<file path="src/common/mmu_cmd_pkg.sv">
package mmu_cmd_pkg;

   // ***************************************
   // register map (index, byte address = 4 * index)
   // ***************************************
   localparam int unsigned ADDR_W   = 12;
   localparam logic [9:0]  IDX_CMD  = 10'h000;
   localparam logic [9:0]  IDX_NUM  = 10'h002;
   localparam logic [9:0]  IDX_RES  = 10'h003;
   localparam logic [9:0]  IDX_QUE  = 10'h004;
   localparam logic [9:0]  IDX_CTL  = 10'h005;

   // ***************************************
   // field positions and reset values
   // ***************************************
   localparam int unsigned BUSY_BIT   = 0;
   localparam int unsigned OP_LSB     = 5;
   localparam int unsigned FAILED_BIT = 7;
   localparam int unsigned RXEMP_BIT  = 15;
   localparam int unsigned RXPKT_LSB  = 8;
   localparam int unsigned CMEMP_BIT  = 7;
   localparam int unsigned RXSEL_BIT  = 0;
   localparam logic [5:0]  NUM_RST    = 6'h00;
   localparam logic        FAILED_RST = 1'b1;

   // ***************************************
   // sizes and cycle counts
   // ***************************************
   localparam int unsigned PKT_W       = 6;
   localparam int unsigned NUM_PKT     = 16;
   localparam int unsigned Q_DEPTH     = 4;
   localparam logic [3:0]  ALLOC_CYC   = 4'h2;
   localparam logic [3:0]  RELEASE_CYC = 4'h4;

   typedef enum logic [2:0] {
      OP_NOP   = 3'b000,
      OP_ALLOC = 3'b001,
      OP_RESET = 3'b010,
      OP_RXPOP = 3'b011,
      OP_RXREL = 3'b100,
      OP_REL   = 3'b101,
      OP_TXENQ = 3'b110,
      OP_TXRST = 3'b111
   } mmu_op_e;

   typedef enum logic [1:0] {
      Q_RX  = 2'b00,
      Q_TXP = 2'b01,
      Q_CMP = 2'b10
   } queue_id_e;

   typedef enum logic [1:0] {
      AL_IDLE = 2'b00,
      AL_WAIT = 2'b01,
      AL_PEND = 2'b10
   } alloc_st_e;

   typedef struct packed {
      logic              psel;
      logic              penable;
      logic              pwrite;
      logic [ADDR_W-1:0] paddr;
      logic [31:0]       pwdata;
   } apb_req_s;

   typedef struct packed {
      logic        pready;
      logic        pslverr;
      logic [31:0] prdata;
   } apb_rsp_s;

   typedef struct packed {
      logic [Q_DEPTH-1:0][PKT_W-1:0] ent;
      logic [1:0]                    rd;
      logic [2:0]                    cnt;
   } pkt_queue_s;

   typedef struct packed {
      apb_rsp_s              rsp;
      pkt_queue_s [2:0]      q;
      logic [NUM_PKT-1:0]    used_map;
      logic [PKT_W-1:0]      pkt_num;
      logic                  rx_sel;
      logic                  failed;
      logic [PKT_W-1:0]      alloc_pkt;
      logic                  alloc_ok;
      alloc_st_e             al_st;
      logic [3:0]            al_cnt;
      logic                  busy;
      logic [3:0]            rel_cnt;
      logic [PKT_W-1:0]      rel_pkt;
      logic                  rx_int;
      logic [PKT_W-1:0]      buf_pkt;
      logic                  tx_pend;
      logic [PKT_W-1:0]      tx_head;
   } mmu_state_s;

endpackage

</file>
<file path="src/design/mmu_cmd.sv">
// The APB slave port is this design's own decision.
`timescale 1ns/10ps
`default_nettype none

module mmu_cmd
   import mmu_cmd_pkg::*;
(
   input  wire logic             mclk_in,
   input  wire logic             rst_n_in,
   input  wire logic             ce_in,
   input  wire apb_req_s         apb_in,
   output apb_rsp_s              apb_out,
   input  wire logic             rx_push_in,
   input  wire logic [PKT_W-1:0] rx_pkt_in,
   input  wire logic             tx_take_in,
   input  wire logic             tx_done_in,
   input  wire logic [PKT_W-1:0] tx_done_pkt_in,
   output logic                  rx_int_out,
   output logic                  alloc_ok_out,
   output logic                  busy_out,
   output logic [PKT_W-1:0]      buf_pkt_out,
   output logic                  tx_pend_out,
   output logic [PKT_W-1:0]      tx_head_out
);

   mmu_state_s       st;
   mmu_state_s       nxt;
   logic [9:0]       idx;
   logic             acc;
   logic             wr;
   mmu_op_e          wop;
   logic             cmd_wr;
   logic [2:0]       push;
   logic [2:0]       pop;
   logic [2:0]       clr;
   logic [PKT_W-1:0] pdat [3];
   logic [PKT_W:0]   ff;

   // lowest free packet, msb flags that one exists
   function automatic logic [PKT_W:0] first_free(input logic [NUM_PKT-1:0] used);
      logic [PKT_W:0] r;
      r = '0;
      for (int i = NUM_PKT - 1; i >= 0; i--) begin
         if (!used[i]) begin
            r = {1'b1, PKT_W'(i)};
         end
      end
      return r;
   endfunction

   function automatic logic [PKT_W-1:0] head(input pkt_queue_s qq);
      return qq.ent[qq.rd];
   endfunction

   assign idx    = apb_in.paddr[ADDR_W-1:2];
   assign acc    = apb_in.psel & apb_in.penable & st.rsp.pready;
   assign wr     = acc & apb_in.pwrite;
   assign wop    = mmu_op_e'(apb_in.pwdata[OP_LSB +: 3]);
   assign cmd_wr = wr & (idx == IDX_CMD);

   // ***************************************
   // next state
   // ***************************************
   always_comb begin
      nxt  = st;
      push = '0;
      pop  = '0;
      clr  = '0;
      pdat[Q_RX]  = rx_pkt_in;
      pdat[Q_TXP] = st.pkt_num;
      pdat[Q_CMP] = tx_done_pkt_in;
      ff   = '0;

      // bus slave: one wait-free access phase, data fetched in setup
      nxt.rsp.pready  = apb_in.psel & ~apb_in.penable;
      nxt.rsp.pslverr = 1'b0;
      nxt.rsp.prdata  = '0;
      if (apb_in.psel & ~apb_in.penable) begin
         case (idx)
            IDX_CMD: nxt.rsp.prdata[BUSY_BIT] = st.busy;
            IDX_NUM: nxt.rsp.prdata[PKT_W-1:0] = st.pkt_num;
            IDX_RES: begin
               nxt.rsp.prdata[FAILED_BIT]  = st.failed;
               nxt.rsp.prdata[PKT_W-1:0]   = st.alloc_pkt;
            end
            IDX_QUE: begin
               nxt.rsp.prdata[RXEMP_BIT]              = st.q[Q_RX].cnt == 3'h0;
               nxt.rsp.prdata[RXPKT_LSB +: PKT_W]     = head(st.q[Q_RX]);
               nxt.rsp.prdata[CMEMP_BIT]              = st.q[Q_CMP].cnt == 3'h0;
               nxt.rsp.prdata[PKT_W-1:0]              = head(st.q[Q_CMP]);
            end
            IDX_CTL: nxt.rsp.prdata[RXSEL_BIT] = st.rx_sel;
            default: nxt.rsp.pslverr = 1'b1;
         endcase
      end

      // outside events
      push[Q_RX]  = rx_push_in;
      pop[Q_TXP]  = tx_take_in & (st.q[Q_TXP].cnt != 3'h0);
      push[Q_CMP] = tx_done_in;

      // release engine; freeing waits out the busy time
      if (st.busy) begin
         nxt.rel_cnt = st.rel_cnt - 4'h1;
         if (st.rel_cnt == 4'h1) begin
            nxt.busy = 1'b0;
            nxt.used_map[st.rel_pkt[3:0]] = 1'b0;
         end
      end

      // allocation engine; stays pending until a page frees
      case (st.al_st)
         AL_IDLE: nxt.al_st = AL_IDLE;
         AL_WAIT: begin
            nxt.al_cnt = st.al_cnt - 4'h1;
            if (st.al_cnt == 4'h1) begin
               nxt.al_st = AL_PEND;
            end
         end
         AL_PEND: begin
            ff = first_free(nxt.used_map);
            if (ff[PKT_W]) begin
               nxt.used_map[ff[3:0]] = 1'b1;
               nxt.alloc_pkt = ff[PKT_W-1:0];
               nxt.failed    = 1'b0;
               nxt.alloc_ok  = 1'b1;
               nxt.al_st     = AL_IDLE;
            end
         end
         default: nxt.al_st = AL_IDLE;
      endcase

      // register writes
      if (wr) begin
         case (idx)
            IDX_NUM: nxt.pkt_num = apb_in.pwdata[PKT_W-1:0];
            IDX_QUE: pop[Q_CMP] = st.q[Q_CMP].cnt != 3'h0;
            IDX_CTL: nxt.rx_sel = apb_in.pwdata[RXSEL_BIT];
            default: nxt.rx_sel = nxt.rx_sel;
         endcase
      end

      // commands take effect at the end of the write access
      if (cmd_wr) begin
         case (wop)
            OP_NOP: nxt.rx_sel = nxt.rx_sel;
            OP_ALLOC: begin
               nxt.failed    = 1'b1;
               nxt.alloc_ok  = 1'b0;
               nxt.al_st     = AL_WAIT;
               nxt.al_cnt    = ALLOC_CYC;
            end
            OP_RXPOP: pop[Q_RX] = st.q[Q_RX].cnt != 3'h0;
            OP_RXREL: begin
               if (st.q[Q_RX].cnt != 3'h0) begin
                  pop[Q_RX]   = 1'b1;
                  nxt.rel_pkt = head(st.q[Q_RX]);
                  nxt.busy    = 1'b1;
                  nxt.rel_cnt = RELEASE_CYC;
               end
            end
            OP_REL: begin
               nxt.rel_pkt = st.pkt_num;
               nxt.busy    = 1'b1;
               nxt.rel_cnt = RELEASE_CYC;
            end
            OP_TXENQ: push[Q_TXP] = 1'b1;
            OP_TXRST: begin
               clr[Q_TXP] = 1'b1;
               clr[Q_CMP] = 1'b1;
            end
            OP_RESET: begin
               clr           = 3'b111;
               nxt.used_map  = '0;
               nxt.failed    = FAILED_RST;
               nxt.alloc_ok  = 1'b0;
               nxt.al_st     = AL_IDLE;
               nxt.busy      = 1'b0;
               nxt.pkt_num   = NUM_RST;
            end
            default: nxt.rx_sel = nxt.rx_sel;
         endcase
      end

      // queue update, a full queue drops the push unless it pops in the same cycle
      for (int k = 0; k < 3; k++) begin
         if (clr[k]) begin
            nxt.q[k].rd  = 2'h0;
            nxt.q[k].cnt = 3'h0;
         end else begin
            if (pop[k]) begin
               nxt.q[k].rd  = 2'(st.q[k].rd + 2'h1);
               nxt.q[k].cnt = st.q[k].cnt - 3'h1;
            end
            if (push[k] && (st.q[k].cnt != 3'(Q_DEPTH) || pop[k])) begin
               nxt.q[k].ent[2'(st.q[k].rd + st.q[k].cnt[1:0])] = pdat[k];
               nxt.q[k].cnt = nxt.q[k].cnt + 3'h1;
            end
         end
      end

      nxt.rx_int  = nxt.q[Q_RX].cnt != 3'h0;
      nxt.buf_pkt = nxt.rx_sel ? head(nxt.q[Q_RX]) : nxt.pkt_num;
      nxt.tx_pend = nxt.q[Q_TXP].cnt != 3'h0;
      nxt.tx_head = head(nxt.q[Q_TXP]);
   end

   // ***************************************
   // state register
   // ***************************************
   always_ff @(posedge mclk_in) begin
      if (!rst_n_in) begin
         st        <= '0;
         st.failed <= FAILED_RST;
         st.pkt_num <= NUM_RST;
      end else if (ce_in) begin
         st <= nxt;
      end
   end

   assign apb_out       = st.rsp;
   assign rx_int_out    = st.rx_int;
   assign alloc_ok_out  = st.alloc_ok;
   assign busy_out      = st.busy;
   assign buf_pkt_out   = st.buf_pkt;
   assign tx_pend_out   = st.tx_pend;
   assign tx_head_out   = st.tx_head;

   // ***************************************
   // checks
   // ***************************************
   chk_nop_idle: assert property (@(posedge mclk_in) disable iff (!rst_n_in || !ce_in)
      cmd_wr && wop == OP_NOP && !rx_push_in && !tx_take_in && !tx_done_in
      && !st.busy && st.al_st == AL_IDLE
      |=> $stable(st.used_map) && $stable(st.q) && $stable(st.failed))
      else $error("noop changed manager state");

   chk_reset_cmd: assert property (@(posedge mclk_in) disable iff (!rst_n_in || !ce_in)
      cmd_wr && wop == OP_RESET
      |=> st.used_map == '0 && st.pkt_num == NUM_RST && st.failed && !st.busy
      && st.q[Q_TXP].cnt == 3'h0 && !st.alloc_ok)
      else $error("manager reset incomplete");

   chk_rx_pop: assert property (@(posedge mclk_in) disable iff (!rst_n_in || !ce_in)
      cmd_wr && wop == OP_RXPOP && st.q[Q_RX].cnt != 3'h0 && !rx_push_in
      |=> st.q[Q_RX].cnt == $past(st.q[Q_RX].cnt) - 3'h1 && !st.busy)
      else $error("receive pop wrong");

   chk_rx_flag: assert property (@(posedge mclk_in) disable iff (!rst_n_in)
      st.rx_int == (st.q[Q_RX].cnt != 3'h0))
      else $error("receive flag disagrees with queue");

   chk_release_time: assert property (@(posedge mclk_in) disable iff (!rst_n_in || !ce_in)
      cmd_wr && wop == OP_REL && !st.busy
      // a pending allocation may take the freed page in the same cycle
      |=> st.busy[*4] ##1 (!st.busy && (!st.used_map[$past(st.pkt_num[3:0], 5)]
      || ($rose(st.alloc_ok) && st.alloc_pkt == $past(st.pkt_num, 5)))))
      else $error("release did not free in time");

   chk_tx_enqueue: assert property (@(posedge mclk_in) disable iff (!rst_n_in || !ce_in)
      cmd_wr && wop == OP_TXENQ && !tx_take_in && st.q[Q_TXP].cnt == 3'h0
      |=> st.tx_pend ##1 st.tx_head == $past(st.pkt_num, 2))
      else $error("enqueue lost packet");

   chk_tx_reset: assert property (@(posedge mclk_in) disable iff (!rst_n_in || !ce_in)
      cmd_wr && wop == OP_TXRST && !st.busy && st.al_st == AL_IDLE
      |=> st.q[Q_TXP].cnt == 3'h0 && st.q[Q_CMP].cnt == 3'h0 && $stable(st.used_map))
      else $error("transmit queue reset wrong");

   chk_busy_set: assert property (@(posedge mclk_in) disable iff (!rst_n_in || !ce_in)
      cmd_wr && (wop == OP_REL || (wop == OP_RXREL && st.q[Q_RX].cnt != 3'h0))
      |=> st.busy)
      else $error("busy not set by release");

   chk_alloc_done: assert property (@(posedge mclk_in) disable iff (!rst_n_in || !ce_in)
      cmd_wr && wop == OP_ALLOC && st.al_st == AL_IDLE && !st.busy && st.used_map != '1
      |=> st.failed ##3 (!st.failed && st.alloc_ok && st.used_map[st.alloc_pkt[3:0]]))
      else $error("allocation result wrong");

   chk_buf_select: assert property (@(posedge mclk_in) disable iff (!rst_n_in)
      st.buf_pkt == (st.rx_sel ? head(st.q[Q_RX]) : st.pkt_num))
      else $error("buffer packet select wrong");

endmodule // mmu_cmd

`default_nettype wire

</file>
<file path="config.mk">
export PLATFORM = sky130hd
export DESIGN_NAME = mmu_cmd
export DESIGN_NICKNAME = d
export VERILOG_FILES = /design/src/common/mmu_cmd_pkg.sv /design/src/design/mmu_cmd.sv
export SDC_FILE = /design/constraint.sdc
export NUM_CORES = 1
export LEC_CHECK = 0
export BUFFER_PORTS_ARGS = -buffer_cell sky130_fd_sc_hd__clkbuf_2
export CAP_MARGIN = 20
export CORE_MARGIN = 3
export CORE_UTILIZATION = 60
export DETAILED_ROUTE_END_ITERATION = 7
export PLACE_DENSITY = 0.82
export SYNTH_ARGS = -nofsm -noshare
export SYNTH_HDL_FRONTEND = slang
export SYNTH_SLANG_ARGS = --single-unit
</file>
<file path="constraint.sdc">
create_clock -name mclk_in -period 5.72 [get_ports mclk_in]
set_input_delay 1.144 -clock mclk_in [delete_from_list [all_inputs] [get_ports mclk_in]]
set_output_delay 1.144 -clock mclk_in [all_outputs]
set_load 0.03 [all_outputs]
</file>
==> metrics.yaml <==
status:
  status: "complete, no violations"
synth:
  synth_adder_area_share_pct: 2.37
  synthDistinctLibCells: 81
  synth_top_family_by_area: "simple AND/OR/NAND/NOR gates"
  synth_cells: 1095
  netlist.top_cell.by_area: "dfxtp_1"
  synth_simple_gate_area_share_pct: 23.3
  yosys_warnings: 0
  ys_top_cells_by_area: "dfxtp_1 (34%), mux2i_1 (8.1%), nor2b_1 (5.9%), nand2_1 (4.5%), buf_4 (3.6%)"
  synth_edf_count: 0
  ys.flop_type: "dfxtp_1"
  synthXorXnorAreaFrac_pct: 2.77
  ys_seq_area_share_pct: 33.9
  synth_top_area_share_pct: 33.9
  synth_mux_area_share_pct: 14.3
  ys_ff_latch: 161
  syn_avg_cell_area_um2: 8.67
  synth-compound-area-share_pct: 16.2
  postSynth.asyncResetShare_pct: 0
  syn-cell-area_mm2: 0.00950
power_and_ir_drop:
  seqPwrFrac_pct: 44.8
  p_clk_share_pct: 46.3
  p_total_mw: 2.57
  p_leak_nw: 3.63
  p_sw_mw: 0.637
  combPwrFrac_pct: 8.9
  ir_worst_vdd_v: 0.000206
  p_per_area_mw_per_mm2: 251
  p_sw_share_pct: 24.8
  internal_power_mw: 1.93
cts:
  cts_hold_buf: 0
  cts_tree: "done"
  cts_resized: 0
  postCtsSetupBuffers: 0
  clock_path_buffers: 2
  insertion_delay_ps: 430
  htree_levels: 4
  cts_made_buffers: 17
  cts.sinks: 161
  cts_root_buf: "clkbuf_16"
  cts.reportedPaths.clkPinSlew_ps: 60
grt:
  grt_pass1_wl_um: 38800
  grt_antenna_before_repair: 0
  grt_pass1_vias: 7462
  grt_max_degree: 84
  grt_overflow: 0
  grt_usage_pct: 27.1
sta:
  fin_hold_ws_ps: 461
  clock.fmax_mhz: 269
  finalHoldViolCount: 0
  slew_violations: 0
  setup_tns_ps: 0
  worstMarginPinSlew_ps: 1020
  layout_setup_ws_ps: 2010
  rsz0062_at_grt: "false"
  finalSetupViolations: 0
  finalCritPeriodShare_pct: 64.9
  relSlewSlack_pct: 31.4
  fin_crit_ps: 3710
  skew_ps: 7.66
routing:
  firstDrtPassIters: 5
  vias_per_cell: 6.03
  wl_per_cell_um: 17.8
  drtIter0Drc: 770
  route.detailed.drc: 0
  routed-via-count: 7990
  drtAntennaViolNets: 0
  wirelength_um: 23500
flow_run:
  drv_cap: 0
worst_setup_path:
  reg2regPathDepth: 8
  r2r_start: "busy_out"
  crit_type: "input port to flop"
  crit_fanout: 18
  rr_endpoint: "st[32]"
  setup.worst_path.start: "apb_in[5]"
  worstSetupStartpointType: "input port"
  worstSetupEndpointType: "flop"
  cp.required_ps: 6040
  rrSetupSlack_ps: 2430
  cp.arrival_ps: 4030
die:
  die_y_um: 132
  ioPinCount: 115
  rows: 45
  die_x_um: 132
  core-area_mm2: 0.0154
  start_util_pct: 61.8
  die_area_mm2: 0.0174
cells_and_area:
  nNetsFinal: 1183
  utilization_pct: 66.7
  num-fill-cells: 1226
  layout_common_cells: "dfxtp_1 (161), nand2_1 (115), nor2b_1 (89)"
  n_antenna_cell: 0
  final_common_cell: "dfxtp_1"
  fin_area_mm2: 0.0102
  instances_no_fill: 1324
  drive_gt1_share_pct: 14.9
  syn_to_final_growth_pct: 7.88
placement:
  portBuffers: 70
  dp_hpwl_um: 16600
  placed_area_mm2: 0.00963
  gp_congestion: 0.934
  dpl_worst_slack_ps: 1740
  dp.cells: 1292
worst_hold_path:
  worstHoldStart: "buf_pkt_out[2]"
  min_path_type: "flop to flop"
  min_to: "buf_pkt_out[2]"
  hold_depth: 2
synthesized netlist by cell type (all sizes together) (10+ instances only):
cell type and n:
a22oi 16, nand3 35, or3 12, nor3 32, mux4 12, mux2i 77, inv 23, nor2 66
buf 56, and2 16, a21oi 39, clkbuf 50, a21boi 24, dfxtp 161, mux2 28, nand2b 10
nor2b 90, o21ai 62, ha 18, xnor2 24, nand2 115
sequential cells by signal (all words and copies together), names as in the netlist:
signal,flops
tx_head_out,6
tx_pend_out,1
rx_int_out,1
busy_out,1
pdat,6
alloc_ok_out,1
apb_out,16
st,123
buf_pkt_out,6
power by group through the flow:
stage          combinational [mW]  sequential (mW)  clock, mW
6_report                    0.230             1.15       1.19
5_1_grt                     0.247             1.15       1.25
4_1_cts                     0.227             1.15       1.20
3_5_place_dp                0.224             1.18          0
3_3_place_gp                0.219             1.17          0
2_1_floorplan               0.180             1.17          0
area by class of cell:
| type | count | area (µm²) | share of cell area (%) |
|---|---|---|---|
| inverters | 24 | 90.1 | 0.879 |
| multi-input cells | 821 | 5660 | 55.3 |
| repair buffers | 75 | 390 | 3.81 |
| clock buffers | 21 | 460 | 4.49 |
| clock inverters | 11 | 153 | 1.49 |
| well taps | 211 | 264 | 2.58 |
| flip-flops and latches | 161 | 3220 | 31.5 |
metal layers:
layer	part of all wire, %	vias up	GRT usage [%]
met5	0	-	0
met4	2.2	0	8.63
met3	8.1	58	5.65
met2	45	316	43.0
met1	44	3788	37.4
li1	-	3828	-
worst max path at each step:
stage | end | slack [ps] | cells past startpoint
final | buf_pkt_out[2] | 2010 | 10
after detailed placement | buf_pkt_out[5] | 1740 | 10
after floorplan | buf_pkt_out[5] | 2320 | 10
after global placement | buf_pkt_out[2] | 1800 | 10
after global routing | tx_head_out[2] | 1890 | 9
after CTS | buf_pkt_out[2] | 2090 | 10
worst max-delay path: stages:
cell and delay (ps):
clkbuf_2 230, nor3b_1 650, nor2_1 100, a22o_1 260, nor2_1 480, buf_4 290, mux2_1 340, mux2_1 320
nor2_1 120, o41ai_2 90
cell families (layout without fill, tap and decap cells):
logic type / after synthesis / after routing
buf+inv: 130 / 131
flops: 161 / 161
mux: 117 / 117
fa+ha+maj: 18 / 18
simple gates: 417 / 417
xor+xnor: 30 / 30
compound gates: 221 / 221
other cells: 1 / 18
Power figures use the tool's default switching activity.
